===== src/design/tpas_pkg.sv =====
package tpas_pkg;
  localparam logic [7:0] TPAS_A_MODE = 8'h00;
  localparam logic [7:0] TPAS_A_DET = 8'h04;
  localparam logic [7:0] TPAS_A_IFF = 8'h08;
  localparam logic [7:0] TPAS_A_OSC = 8'h0c;
  localparam logic [7:0] TPAS_A_VAS = 8'h10;
  localparam logic [7:0] TPAS_A_RLSB = 8'h14;
  localparam logic [7:0] TPAS_A_NLSB = 8'h18;
  localparam logic [7:0] TPAS_A_VSTAT = 8'h1c;
  localparam logic [7:0] TPAS_A_STAT = 8'h20;
  localparam logic [7:0] TPAS_A_ADC = 8'h24;
  localparam logic [7:0] TPAS_A_RMSB = 8'h28;
  localparam logic [7:0] TPAS_A_NMSB = 8'h2c;
  localparam logic [7:0] TPAS_RESET_ZERO = 8'h00;
  localparam logic [1:0] TPAS_NUM_OSC = 2'd3;
  localparam int TPAS_CLK_HZ = 10000000;
  localparam int TPAS_REFHOLD_US = 3000;
  localparam int TPAS_REFHOLD_CYC = TPAS_REFHOLD_US * (TPAS_CLK_HZ / 1000000);
  localparam int TPAS_SETTLE_BASE = 16;
  typedef enum logic [1:0] {
    TPAS_DET_OFF = 2'b00, TPAS_DET_RMS = 2'b10, TPAS_DET_AGC = 2'b11
  } tpas_detmode_t;
  typedef enum logic [1:0] {
    TPAS_CP_2MA0 = 2'b00, TPAS_CP_3MA0 = 2'b01, TPAS_CP_1MA5 = 2'b10, TPAS_CP_2MA5 = 2'b11
  } tpas_cpcode_t;
  typedef struct packed {
    logic [1:0] osc;
    logic [3:0] sub;
  } tpas_vco_t;
endpackage : tpas_pkg


===== src/design/tpas_top.sv =====
`timescale 1ns/1ns
module tpas_top import tpas_pkg::*; #(
  parameter int REFHOLD_CYC = TPAS_REFHOLD_CYC,
  parameter int SETTLE_BASE = TPAS_SETTLE_BASE
) (
  input wire logic pclk,
  input wire logic presetn,
  input wire logic psel,
  input wire logic penable,
  input wire logic pwrite,
  input wire logic [7:0] paddr,
  input wire logic [31:0] pwdata,
  output logic [31:0] prdata,
  output logic pready,
  output logic pslverr,
  input wire logic [2:0] tuning_voltage_pin,
  input wire logic shutdown_n,
  output logic [7:0] tracking_filter_band_onehot,
  output logic tracking_filter_enable,
  output logic overload_detect_enable,
  output logic [1:0] power_monitor_mode,
  output logic onchip_agc_enable,
  output logic [2:0] attack_point_select,
  output logic low_side_injection,
  output logic [2:0] filter_trim_applied,
  output logic filter_trim_override,
  output logic [1:0] oscillator_active,
  output logic [3:0] subband_active,
  output logic [1:0] charge_pump_current,
  output logic converter_run,
  output logic reference_out_pin,
  output logic reference_out_enable
);
  initial begin
    if (REFHOLD_CYC < 1 || SETTLE_BASE < 1) $error("tpas_top: counts must be positive");
    if (SETTLE_BASE > 128) $error("tpas_top: settle count exceeds the wait counter");
  end

  typedef enum {S_IDLE, S_SETTLE, S_JUDGE, S_DONE} tpas_state_t;

  logic [7:0] mode_q, det_q, iff_q, osc_q, vas_q, rlsb_q, nlsb_q, rmsb_q, nmsb_q;
  logic [2:0] adc_s1_q, adc_s2_q, adc_latch_q;
  logic sd_s1_q, sd_s2_q;
  logic done_q, found_q, mode_conflict_q;
  tpas_vco_t cur_q, start_q;
  tpas_state_t st_q;
  logic [9:0] wait_q;
  logic [5:0] tries_q;
  logic [31:0] hold_q;
  logic ref_div_q;
  logic wr, rd, nlsb_wr, adc_locked, unmapped;

  assign wr = psel && penable && pwrite;
  assign rd = psel && !pwrite;
  assign nlsb_wr = wr && paddr == TPAS_A_NLSB;
  assign pready = 1'b1;
  assign unmapped = !(paddr inside {TPAS_A_MODE, TPAS_A_DET, TPAS_A_IFF, TPAS_A_OSC,
      TPAS_A_VAS, TPAS_A_RLSB, TPAS_A_NLSB, TPAS_A_VSTAT, TPAS_A_STAT, TPAS_A_ADC,
      TPAS_A_RMSB, TPAS_A_NMSB});
  assign pslverr = psel && penable && unmapped;

  // Pin inputs pass two flip-flops before use.
  always_ff @(posedge pclk or negedge presetn) begin
    if (!presetn) begin
      adc_s1_q <= 3'd0;
      adc_s2_q <= 3'd0;
      sd_s1_q <= 1'b0;
      sd_s2_q <= 1'b0;
    end else begin
      adc_s1_q <= tuning_voltage_pin;
      adc_s2_q <= adc_s1_q;
      sd_s1_q <= shutdown_n;
      sd_s2_q <= sd_s1_q;
    end
  end

  // Register writes.
  always_ff @(posedge pclk or negedge presetn) begin
    if (!presetn) begin
      mode_q <= TPAS_RESET_ZERO;
      det_q <= TPAS_RESET_ZERO;
      iff_q <= TPAS_RESET_ZERO;
      osc_q <= TPAS_RESET_ZERO;
      vas_q <= TPAS_RESET_ZERO;
      rlsb_q <= TPAS_RESET_ZERO;
      nlsb_q <= TPAS_RESET_ZERO;
      rmsb_q <= TPAS_RESET_ZERO;
      nmsb_q <= TPAS_RESET_ZERO;
    end else if (wr) begin
      case (paddr)
        TPAS_A_MODE: mode_q <= pwdata[7:0];
        TPAS_A_DET: det_q <= pwdata[7:0];
        TPAS_A_IFF: iff_q <= pwdata[7:0];
        TPAS_A_OSC: osc_q <= pwdata[7:0];
        TPAS_A_VAS: vas_q <= {1'b0, pwdata[6:0]};
        TPAS_A_RLSB: rlsb_q <= pwdata[7:0];
        TPAS_A_NLSB: nlsb_q <= pwdata[7:0];
        TPAS_A_RMSB: rmsb_q <= pwdata[7:0];
        TPAS_A_NMSB: nmsb_q <= pwdata[7:0];
        default: ;
      endcase
    end
  end

  // Field decode: MODE[2:0] band, [3] bypass, [4] injection.
  always_comb begin
    tracking_filter_band_onehot = 8'h01 << mode_q[2:0];
  end
  assign tracking_filter_enable = !mode_q[3];
  assign low_side_injection = mode_q[4];
  assign overload_detect_enable = !rlsb_q[2];
  assign attack_point_select = det_q[2:0];
  assign power_monitor_mode = det_q[4:3];
  assign onchip_agc_enable = det_q[4:3] == TPAS_DET_AGC;
  assign filter_trim_override = iff_q[3];
  assign filter_trim_applied = iff_q[3] ? iff_q[2:0] : 3'd0;

  // Mode 01 is unassigned and mode 00 is off (AGC is only mode 11); flag both.
  always_ff @(posedge pclk or negedge presetn) begin
    if (!presetn) begin
      mode_conflict_q <= 1'b0;
    end else begin
      mode_conflict_q <= det_q[4:3] == TPAS_DET_OFF || det_q[4:3] == 2'b01;
    end
  end

  // Lock decode of the converter code.
  always_comb begin
    case (adc_s2_q)
      3'b001, 3'b010, 3'b101, 3'b110: adc_locked = 1'b1;
      default: adc_locked = 1'b0;
    endcase
  end

  // Converter latch capture.
  always_ff @(posedge pclk or negedge presetn) begin
    if (!presetn) begin
      adc_latch_q <= 3'd0;
    end else if (vas_q[4] && ((wr && paddr == TPAS_A_VAS && pwdata[5]) ||
        (vas_q[0] && st_q == S_JUDGE))) begin
      adc_latch_q <= adc_s2_q;
    end
  end
  assign converter_run = vas_q[4];

  // Autoselect search. AUTOSELECT_ENABLE: [0] enable, [1] start point, [3:2] settle, [4] conv, [5] latch.
  always_ff @(posedge pclk or negedge presetn) begin
    if (!presetn) begin
      st_q <= S_IDLE;
      cur_q <= '0;
      start_q <= '0;
      wait_q <= 10'd0;
      tries_q <= 6'd0;
      done_q <= 1'b0;
      found_q <= 1'b0;
    end else begin
      case (st_q)
        S_IDLE, S_DONE: begin
          if (!vas_q[0]) begin
            cur_q <= tpas_vco_t'(osc_q[5:0]);
          end
          if (nlsb_wr && vas_q[0]) begin
            if (!vas_q[1]) begin
              cur_q <= tpas_vco_t'(osc_q[5:0]);
            end
            done_q <= 1'b0;
            found_q <= 1'b0;
            tries_q <= 6'd0;
            wait_q <= 10'((SETTLE_BASE << vas_q[3:2]) - 1);
            st_q <= S_SETTLE;
          end
        end
        S_SETTLE: begin
          if (wait_q == 10'd0) begin
            st_q <= S_JUDGE;
          end else begin
            wait_q <= wait_q - 10'd1;
          end
        end
        S_JUDGE: begin
          if (adc_locked) begin
            done_q <= 1'b1;
            found_q <= 1'b1;
            st_q <= S_DONE;
          end else if (tries_q == 6'd47) begin
            done_q <= 1'b1;
            found_q <= 1'b0;
            st_q <= S_DONE;
          end else begin
            tries_q <= tries_q + 6'd1;
            if (cur_q.sub == 4'hf) begin
              cur_q.sub <= 4'h0;
              cur_q.osc <= (cur_q.osc >= TPAS_NUM_OSC - 2'd1) ? 2'd0 : cur_q.osc + 2'd1;
            end else begin
              cur_q.sub <= cur_q.sub + 4'h1;
            end
            wait_q <= 10'((SETTLE_BASE << vas_q[3:2]) - 1);
            st_q <= S_SETTLE;
          end
        end
        default: st_q <= S_IDLE;
      endcase
    end
  end
  assign oscillator_active = cur_q.osc;
  assign subband_active = cur_q.sub;

  // Pump current: RLSB[6] auto select, [1:0] manual code.
  always_ff @(posedge pclk or negedge presetn) begin
    if (!presetn) begin
      charge_pump_current <= TPAS_CP_2MA0;
    end else if (rlsb_q[6]) begin
      charge_pump_current <= {cur_q.sub[3], adc_latch_q[2]};
    end else begin
      charge_pump_current <= rlsb_q[1:0];
    end
  end

  // Reference divider and startup hold.
  always_ff @(posedge pclk or negedge presetn) begin
    if (!presetn) begin
      hold_q <= 32'd0;
      ref_div_q <= 1'b0;
      reference_out_enable <= 1'b0;
      reference_out_pin <= 1'b0;
    end else begin
      ref_div_q <= !ref_div_q;
      if (!sd_s2_q) begin
        hold_q <= 32'd0;
        reference_out_enable <= 1'b0;
      end else if (hold_q < 32'(REFHOLD_CYC - 1)) begin
        hold_q <= hold_q + 32'd1;
      end else begin
        reference_out_enable <= 1'b1;
      end
      reference_out_pin <= reference_out_enable && ref_div_q;
    end
  end

  // Read mux.
  always_comb begin
    prdata = 32'h0;
    if (rd) begin
      case (paddr)
        TPAS_A_MODE: prdata[7:0] = mode_q;
        TPAS_A_DET: prdata[7:0] = det_q;
        TPAS_A_IFF: prdata[7:0] = iff_q;
        TPAS_A_OSC: prdata[7:0] = osc_q;
        TPAS_A_VAS: prdata[7:0] = vas_q;
        TPAS_A_RLSB: prdata[7:0] = rlsb_q;
        TPAS_A_NLSB: prdata[7:0] = nlsb_q;
        TPAS_A_RMSB: prdata[7:0] = rmsb_q;
        TPAS_A_NMSB: prdata[7:0] = nmsb_q;
        TPAS_A_VSTAT: prdata[7:0] = {done_q, found_q, cur_q};
        TPAS_A_STAT: prdata[7:0] = {3'd0, mode_conflict_q, adc_locked, adc_latch_q};
        TPAS_A_ADC: prdata[7:0] = {5'd0, adc_s2_q};
        default: prdata = 32'h0;
      endcase
    end
  end
endmodule : tpas_top


===== config.mk =====
export PLATFORM = sky130hd
export DESIGN_NAME = tpas_top
export DESIGN_NICKNAME = d
export VERILOG_FILES = /design/src/design/tpas_pkg.sv /design/src/design/tpas_top.sv
export SDC_FILE = /design/constraint.sdc
export NUM_CORES = 1
export LEC_CHECK = 0
export ABC_AREA = 0
export BUFFER_PORTS_ARGS = -buffer_cell sky130_fd_sc_hd__buf_2
export CAP_MARGIN = 5
export CELL_PAD_IN_SITES_DETAIL_PLACEMENT = 0
export CELL_PAD_IN_SITES_GLOBAL_PLACEMENT = 2
export CORE_MARGIN = 2
export CORE_UTILIZATION = 30
export DETAILED_ROUTE_END_ITERATION = 10
export PLACE_DENSITY_LB_ADDON = 0.1
export SLEW_MARGIN = 15
export SYNTH_ARGS = -nofsm -noshare
export SYNTH_HDL_FRONTEND = slang
export SYNTH_SLANG_ARGS = --single-unit

===== constraint.sdc =====
create_clock -name pclk -period 2.9 [get_ports pclk]
set_clock_uncertainty 0.2 [all_clocks]
set_input_delay 0.29 -clock pclk [delete_from_list [all_inputs] [get_ports pclk]]
set_output_delay 0.29 -clock pclk [all_outputs]
set_load 0.1 [all_outputs]

==> out/results.ini, run 1 <==
[floorplan]
die_x_um=160.6
die_h_um=160.6
num_rows=57
start_util_pct=30.44
dieArea_sq_um=25800
io_pins=115
core_area_sq_um=24180

[place]
gp_congestion=0.7816
port-buffer-count=65
dp_slack_ps=194.8
dp_hpwl_mm=14.35

[cells_and_area]
fillers=2377
final_common_cell=dfrtp_1
layout_common_cells=dfrtp_1, mux2_2, buf_2, nand2_1, buf_4
drive_gt1_share_pct=31.07
layout.nets=811
antenna_cells=0
area_growth_pct=21.80

[clock_network]
clk_path_buf_depth=2
clk_pin_slew_ps=60
cts_buffers=17
cts_max_level=4
cts-root-buf=clkbuf_16
clock-sinks=146
clock_latency_ps=420
cts_tree=built

[route]
drt_iter0_markers=345
wire_per_inst_um=18.41
dr_total_vias=5488
firstDrtPassIters=5
drc=0
routed_via_density=5.035
antenna_left=0
wl_mm=20.07

[timing]
fin_crit_ps=2710
finalSetupTns_ps=0
timing.slew.headroom_pct=53.34
timing.final.hold_violations=0
clock.fmax_mhz=369.1
period_share_pct=93.44
slew_violations=0
setup_ws_ps=190.4
setup_viol=0
worst_pin_slew_ps=682.3
grt_setup_unrepaired=no

[logic_synthesis]
synth_edf_count=0
synth.yosys.seq_area_share_pct=49.65
syn-instance-count=665
ys_warn_count=0
synth_seq_cells=146
async_flop_share_pct=100.0
ys.flop_type=dfrtp_1
avgSynthCellArea_sq_um=11.07
synth_cell_types=62
netlist_area_sq_um=7358

[worst_hold_path]
holdPathStages=3
hold_end=vas_q[0]
min_path_type=in -> reg
hold_start=pwdata[0]

[setup_path]
path_cells=buf_2 -> buf_4 -> nor4b_1 -> o21ai_0 -> buf_4 -> nor2_1 -> buf_12
startpoint_type=primary input
cpLargestDelayFamily=simple AND/OR/NAND/NOR gates
cpMostUsedCell=buf_4
crit_path_end_kind=primary output
rrSetupSlack_ps=290
path_class=in -> out
required_ps=2410
worst-path-buf-inv=4
rr_worst_depth=6
crit_slowest_cell=nor4b_1
crit_fanout=7
critPathArrivalTime_ps=2220
r2r_start=hold_q[30]
slowest_delay_ps=530
r2r_end=hold_q[7]

[pwr]
ir_drop_mv=0.3503
powerDensity_nw_per_um2=700.5
power_leakage_nw=4.191

[grt]
grt_pass1_vias=5516
grtUsageTotal_pct=16.04
grt_pass1_wl_mm=31.93
grt_overflow=0
antenna_found_initial=0
grt_max_degree=59

[flow_run]
maxCapViolCount=0

[status]
status=complete, no violations

==> metal layers <==
| metal | share of wire, % | wire [um] | vias up | GRT usage, % |
|---|---|---|---|---|
| li1 | - | - | 2556 | - |
| met3 | 3.7 | 746 | 19 | 3.151 |
| met2 | 45 | 9102 | 114 | 24.00 |
| met4 | 1.3 | 261 | 0 | 4.709 |
| met5 | 0 | 0 | - | 0 |
| met1 | 50 | 9958 | 2799 | 23.50 |
==> cell families after synthesis <==
family,after synthesis,share of synthesized area (%)
other,2,0.1021
flip-flops,146,49.65
AND/OR/NAND/NOR,204,15.61
multiplexers,92,15.07
adder cells (fa/ha/maj),9,1.530
AO/OA/AOI/OAI,126,11.70
XOR/XNOR,5,0.5952
buffers and inverters,81,5.747
==> metrics by stage <==
step	util [%]	cell area, sq um	total power, mW	instances	hold WS [ps]
after detailed placement	34.44	8327	4.119	1053	-48.50
after CTS	37.04	8955	6.348	1090	6.056
final	37.07	8962	6.278	1090	16.73
after global routing	37.07	8962	6.619	1090	17.13
after floorplan	-	7506	3.622	688	-205.6
after global placement	34.44	8327	4.092	1053	-52.55
==> cells in the mapped netlist (4+ instances only) <==
cell | n | area share (%)
dfrtp_1 | 146 | 50
mux2_2 | 80 | 12
nand2_1 | 40 | 2.0
o21ai_0 | 35 | 2.4
buf_4 | 30 | 3.1
nor2_1 | 29 | 1.5
clkbuf_1 | 26 | 1.3
a21oi_1 | 24 | 1.6
and2_1 | 23 | 2.0
nand3_1 | 20 | 1.4
inv_1 | 19 | 0.97
and3_1 | 15 | 1.3
a22o_1 | 10 | 1.2
a22oi_1 | 10 | 1.0
or3_1 | 10 | 0.85
ha_1 | 9 | 1.5
and3b_1 | 7 | 0.83
mux4_2 | 7 | 2.1
nand4_1 | 7 | 0.60
nor3_1 | 7 | 0.48
nor4_1 | 7 | 0.60
nand2b_1 | 6 | 0.51
or4_1 | 6 | 0.61
buf_2 | 5 | 0.34
mux2i_1 | 5 | 0.68
nor3b_1 | 5 | 0.51
nor4b_1 | 5 | 0.60
a221oi_1 | 4 | 0.48
a222oi_1 | 4 | 0.54
a31oi_1 | 4 | 0.34
o22a_1 | 4 | 0.48
o31ai_1 | 4 | 0.41
or4b_1 | 4 | 0.54
==> final cells by class <==
cell class | count | area (sq um) | share of cell area, %
clock buffers | 20 | 456.7 | 5.096
clock inverters | 12 | 121.4 | 1.354
inverters | 19 | 71.32 | 0.7958
multi-input cells | 461 | 3455 | 38.55
flip-flops and latches | 146 | 3654 | 40.76
well taps | 324 | 405.4 | 4.523
repair buffers | 108 | 799.5 | 8.921
==> sequential cells by signal (all words and copies together), names as in the netlist, 8 cells and up <==
register,cells
det_q,8
hold_q,32
iff_q,8
mode_q,8
nlsb_q,8
nmsb_q,8
osc_q,8
rlsb_q,8
rmsb_q,8
wait_q,10
==> report_power, final <==
part           total (mW)  internal [mW]  switching, mW  leakage [nW]
Clock                2.19           1.25          0.945         0.276
Combinational        1.71          0.535           1.17          1.96
Sequential           2.38           2.20          0.187          1.95
Total                6.28           3.98           2.30          4.19
==> worst min-delay path, stage by stage <==
cell and delay, ps:
buf_2 160, nand2_1 70, o21ai_0 70
==> worst max path at each step <==
| stage | start | to | slack [ps] | cells after the start |
|---|---|---|---|---|
| 2_1_floorplan | paddr[1] | prdata[4] | -500 | 7 |
| 3_3_place_gp | paddr[0] | tries_q[5] | 190 | 7 |
| 3_5_place_dp | paddr[0] | tries_q[5] | 190 | 7 |
| 4_1_cts | adc_s2_q[1] | prdata[3] | 20 | 5 |
| 5_1_grt | paddr[2] | prdata[4] | 110 | 9 |
| 6_report | paddr[1] | prdata[4] | 190 | 7 |
==> what timing repair did <==
item / in CTS / in global routing
setup buffers: 0 / 0
setup endpoints to repair: 0 / 1
hold endpoints to repair: 150 / 0
hold buffers: 5 / 0
resized for setup: 0 / 1
No activity file was read; power rests on OpenSTA's default activity.
==> inputs of run 2 (changes only) <==
- PLACE_DENSITY_LB_ADDON: 0.1 -> 0.2
==> run 2 against run 1 <==
Net effect:
- via count down 1.1%
- sequential power hardly changed
- routed wire length down 2.5%
- fmax grew 2.7%
- critical path type unchanged
- largest cell class unchanged
- highest routed layer unchanged
==> out/results.ini, run 2 (synthesis gave the netlist of run 1 again) <==
[status]
status=complete, no violations

[timing]
grt_setup_unrepaired=no
finalSetupTns_ps=0
timing.final.hold_violations=0
setup_ws_ps=262.1
whs_ps=36.84
worst_pin_slew_ps=778.4
timing.slew.headroom_pct=48.10
fin_crit_ps=2638
slew_violations=0
setup_viol=0
clock.fmax_mhz=379.1
period_share_pct=90.96

[floorplan]
core_area_sq_um=24180
die_x_um=160.6
io_pins=115
start_util_pct=30.44
die_h_um=160.6
num_rows=57
dieArea_sq_um=25800

[route]
drt_iter0_markers=321
drc=0
wire_per_inst_um=18.01
dr_total_vias=5429
wl_mm=19.56
antenna_left=0
firstDrtPassIters=5
routed_via_density=4.999

[pwr]
p_sw_share_pct=36.62
power_frac_clock_pct=34.7
p_int_mw=3.919
p_seq_share_pct=38.5
comb_power_share_pct=26.8
finalPower_mw=6.183
power_leakage_nw=4.174
ir_drop_mv=0.3162
power_switching_mw=2.264
powerDensity_nw_per_um2=691.3

[clock_network]
cts_buffers=17
cts_max_level=4
clock_latency_ps=420
clk_pin_slew_ps=70
cts-root-buf=clkbuf_16
clock-sinks=146
clk_path_buf_depth=2
cts_tree=built
cts_setup_buffers=0

[cells_and_area]
drive_gt1_share_pct=30.58
layout_common_cells=dfrtp_1, mux2_2, buf_2, nand2_1, o21ai_0
largest_register=hold_q
fillers=2373
antenna_cells=0
final_area_sq_um=8944
final_core_util_pct=36.99
top_regs=hold_q (32), wait_q (10)
final_common_cell=dfrtp_1
layout.nets=808
largest_reg_flops=32
area_growth_pct=21.54
final_cells=1086

[place]
gp_congestion=0.7561
dp_slack_ps=104.0
port-buffer-count=65
dp_hpwl_mm=13.95
placed_cells=1049
dpl_cell_area_sq_um=8309

[grt]
grt_max_degree=80
grt_pass1_vias=5484
grt_pass1_wl_mm=31.19
grt_overflow=0
antenna_found_initial=0
grtUsageTotal_pct=15.57

[setup_path]
startpoint=paddr[7]
endpoint=prdata[2]
cpMostUsedCell=buf_4
rrSetupSlack_ps=380
rr_worst_depth=6
required_ps=2410
path_cells=buf_2 -> or4b_1 -> buf_4 -> nor3_1 -> buf_4 -> nand2_1 -> a21oi_4 -> buf_12
critPathArrivalTime_ps=2150
path_class=in -> out
crit_path_end_kind=primary output
r2r_start=hold_q[27]
r2r_end=hold_q[7]
crit_fanout=4
crit_slowest_cell=or4b_1
startpoint_type=primary input
slowest_delay_ps=600

[worst_hold_path]
min_path_type=in -> reg

[flow_run]
maxCapViolCount=0

-- run 2: layout make-up --
| type | count | area [sq um] | area share (%) |
|---|---|---|---|
| clock buffers | 17 | 425.4 | 4.757 |
| clock inverters | 14 | 148.9 | 1.665 |
| inverters | 19 | 71.32 | 0.7974 |
| multi-input cells | 461 | 3447 | 38.54 |
| flip-flops and latches | 146 | 3654 | 40.85 |
| well taps | 324 | 405.4 | 4.533 |
| repair buffers | 105 | 792.0 | 8.856 |
-- run 2: worst min path at each step --
stage / start / endpoint / slack [ps] / depth (start not counted)
2_1_floorplan: presetn / adc_latch_q[0] / -210 / 0
3_3_place_gp: sd_s1_q / sd_s2_q / 140 / 0
3_5_place_dp: adc_s1_q[0] / adc_s2_q[0] / 140 / 0
4_1_cts: pwdata[2] / rlsb_q[2] / 30 / 3
5_1_grt: pwdata[7] / rmsb_q[7] / 30 / 2
6_report: pwdata[6] / nmsb_q[6] / 40 / 2
-- run 2: timing repair --
item,in CTS,in global routing
endpoints found under the setup margin,0,0
endpoints found under the hold margin,81,0
hold buffers,6,0
resized for setup,0,0
-- run 2: critical path, delay by kind of cell --
family          cells  cell delay, ps
compound gates      1             190
simple gates        3             940
buf+inv             4             720
-- run 2: power by group through the flow --
stage / sequential [mW] / combinational [mW] / clock (mW)
CTS: 2.38 / 1.68 / 2.22
detailed placement: 2.42 / 1.67 / 0
floorplan: 2.63 / 0.989 / 0
finish: 2.38 / 1.66 / 2.14
global route: 2.41 / 1.82 / 2.31
global placement: 2.41 / 1.65 / 0
-- run 2: metal layers --
layer,part of all wire [%],vias up,global-route usage (%)
met3,2.6,11,3.461
met5,0,-,0
met2,46,86,24.37
met1,50,2777,22.06
li1,-,2555,-
met4,0.97,0,3.645
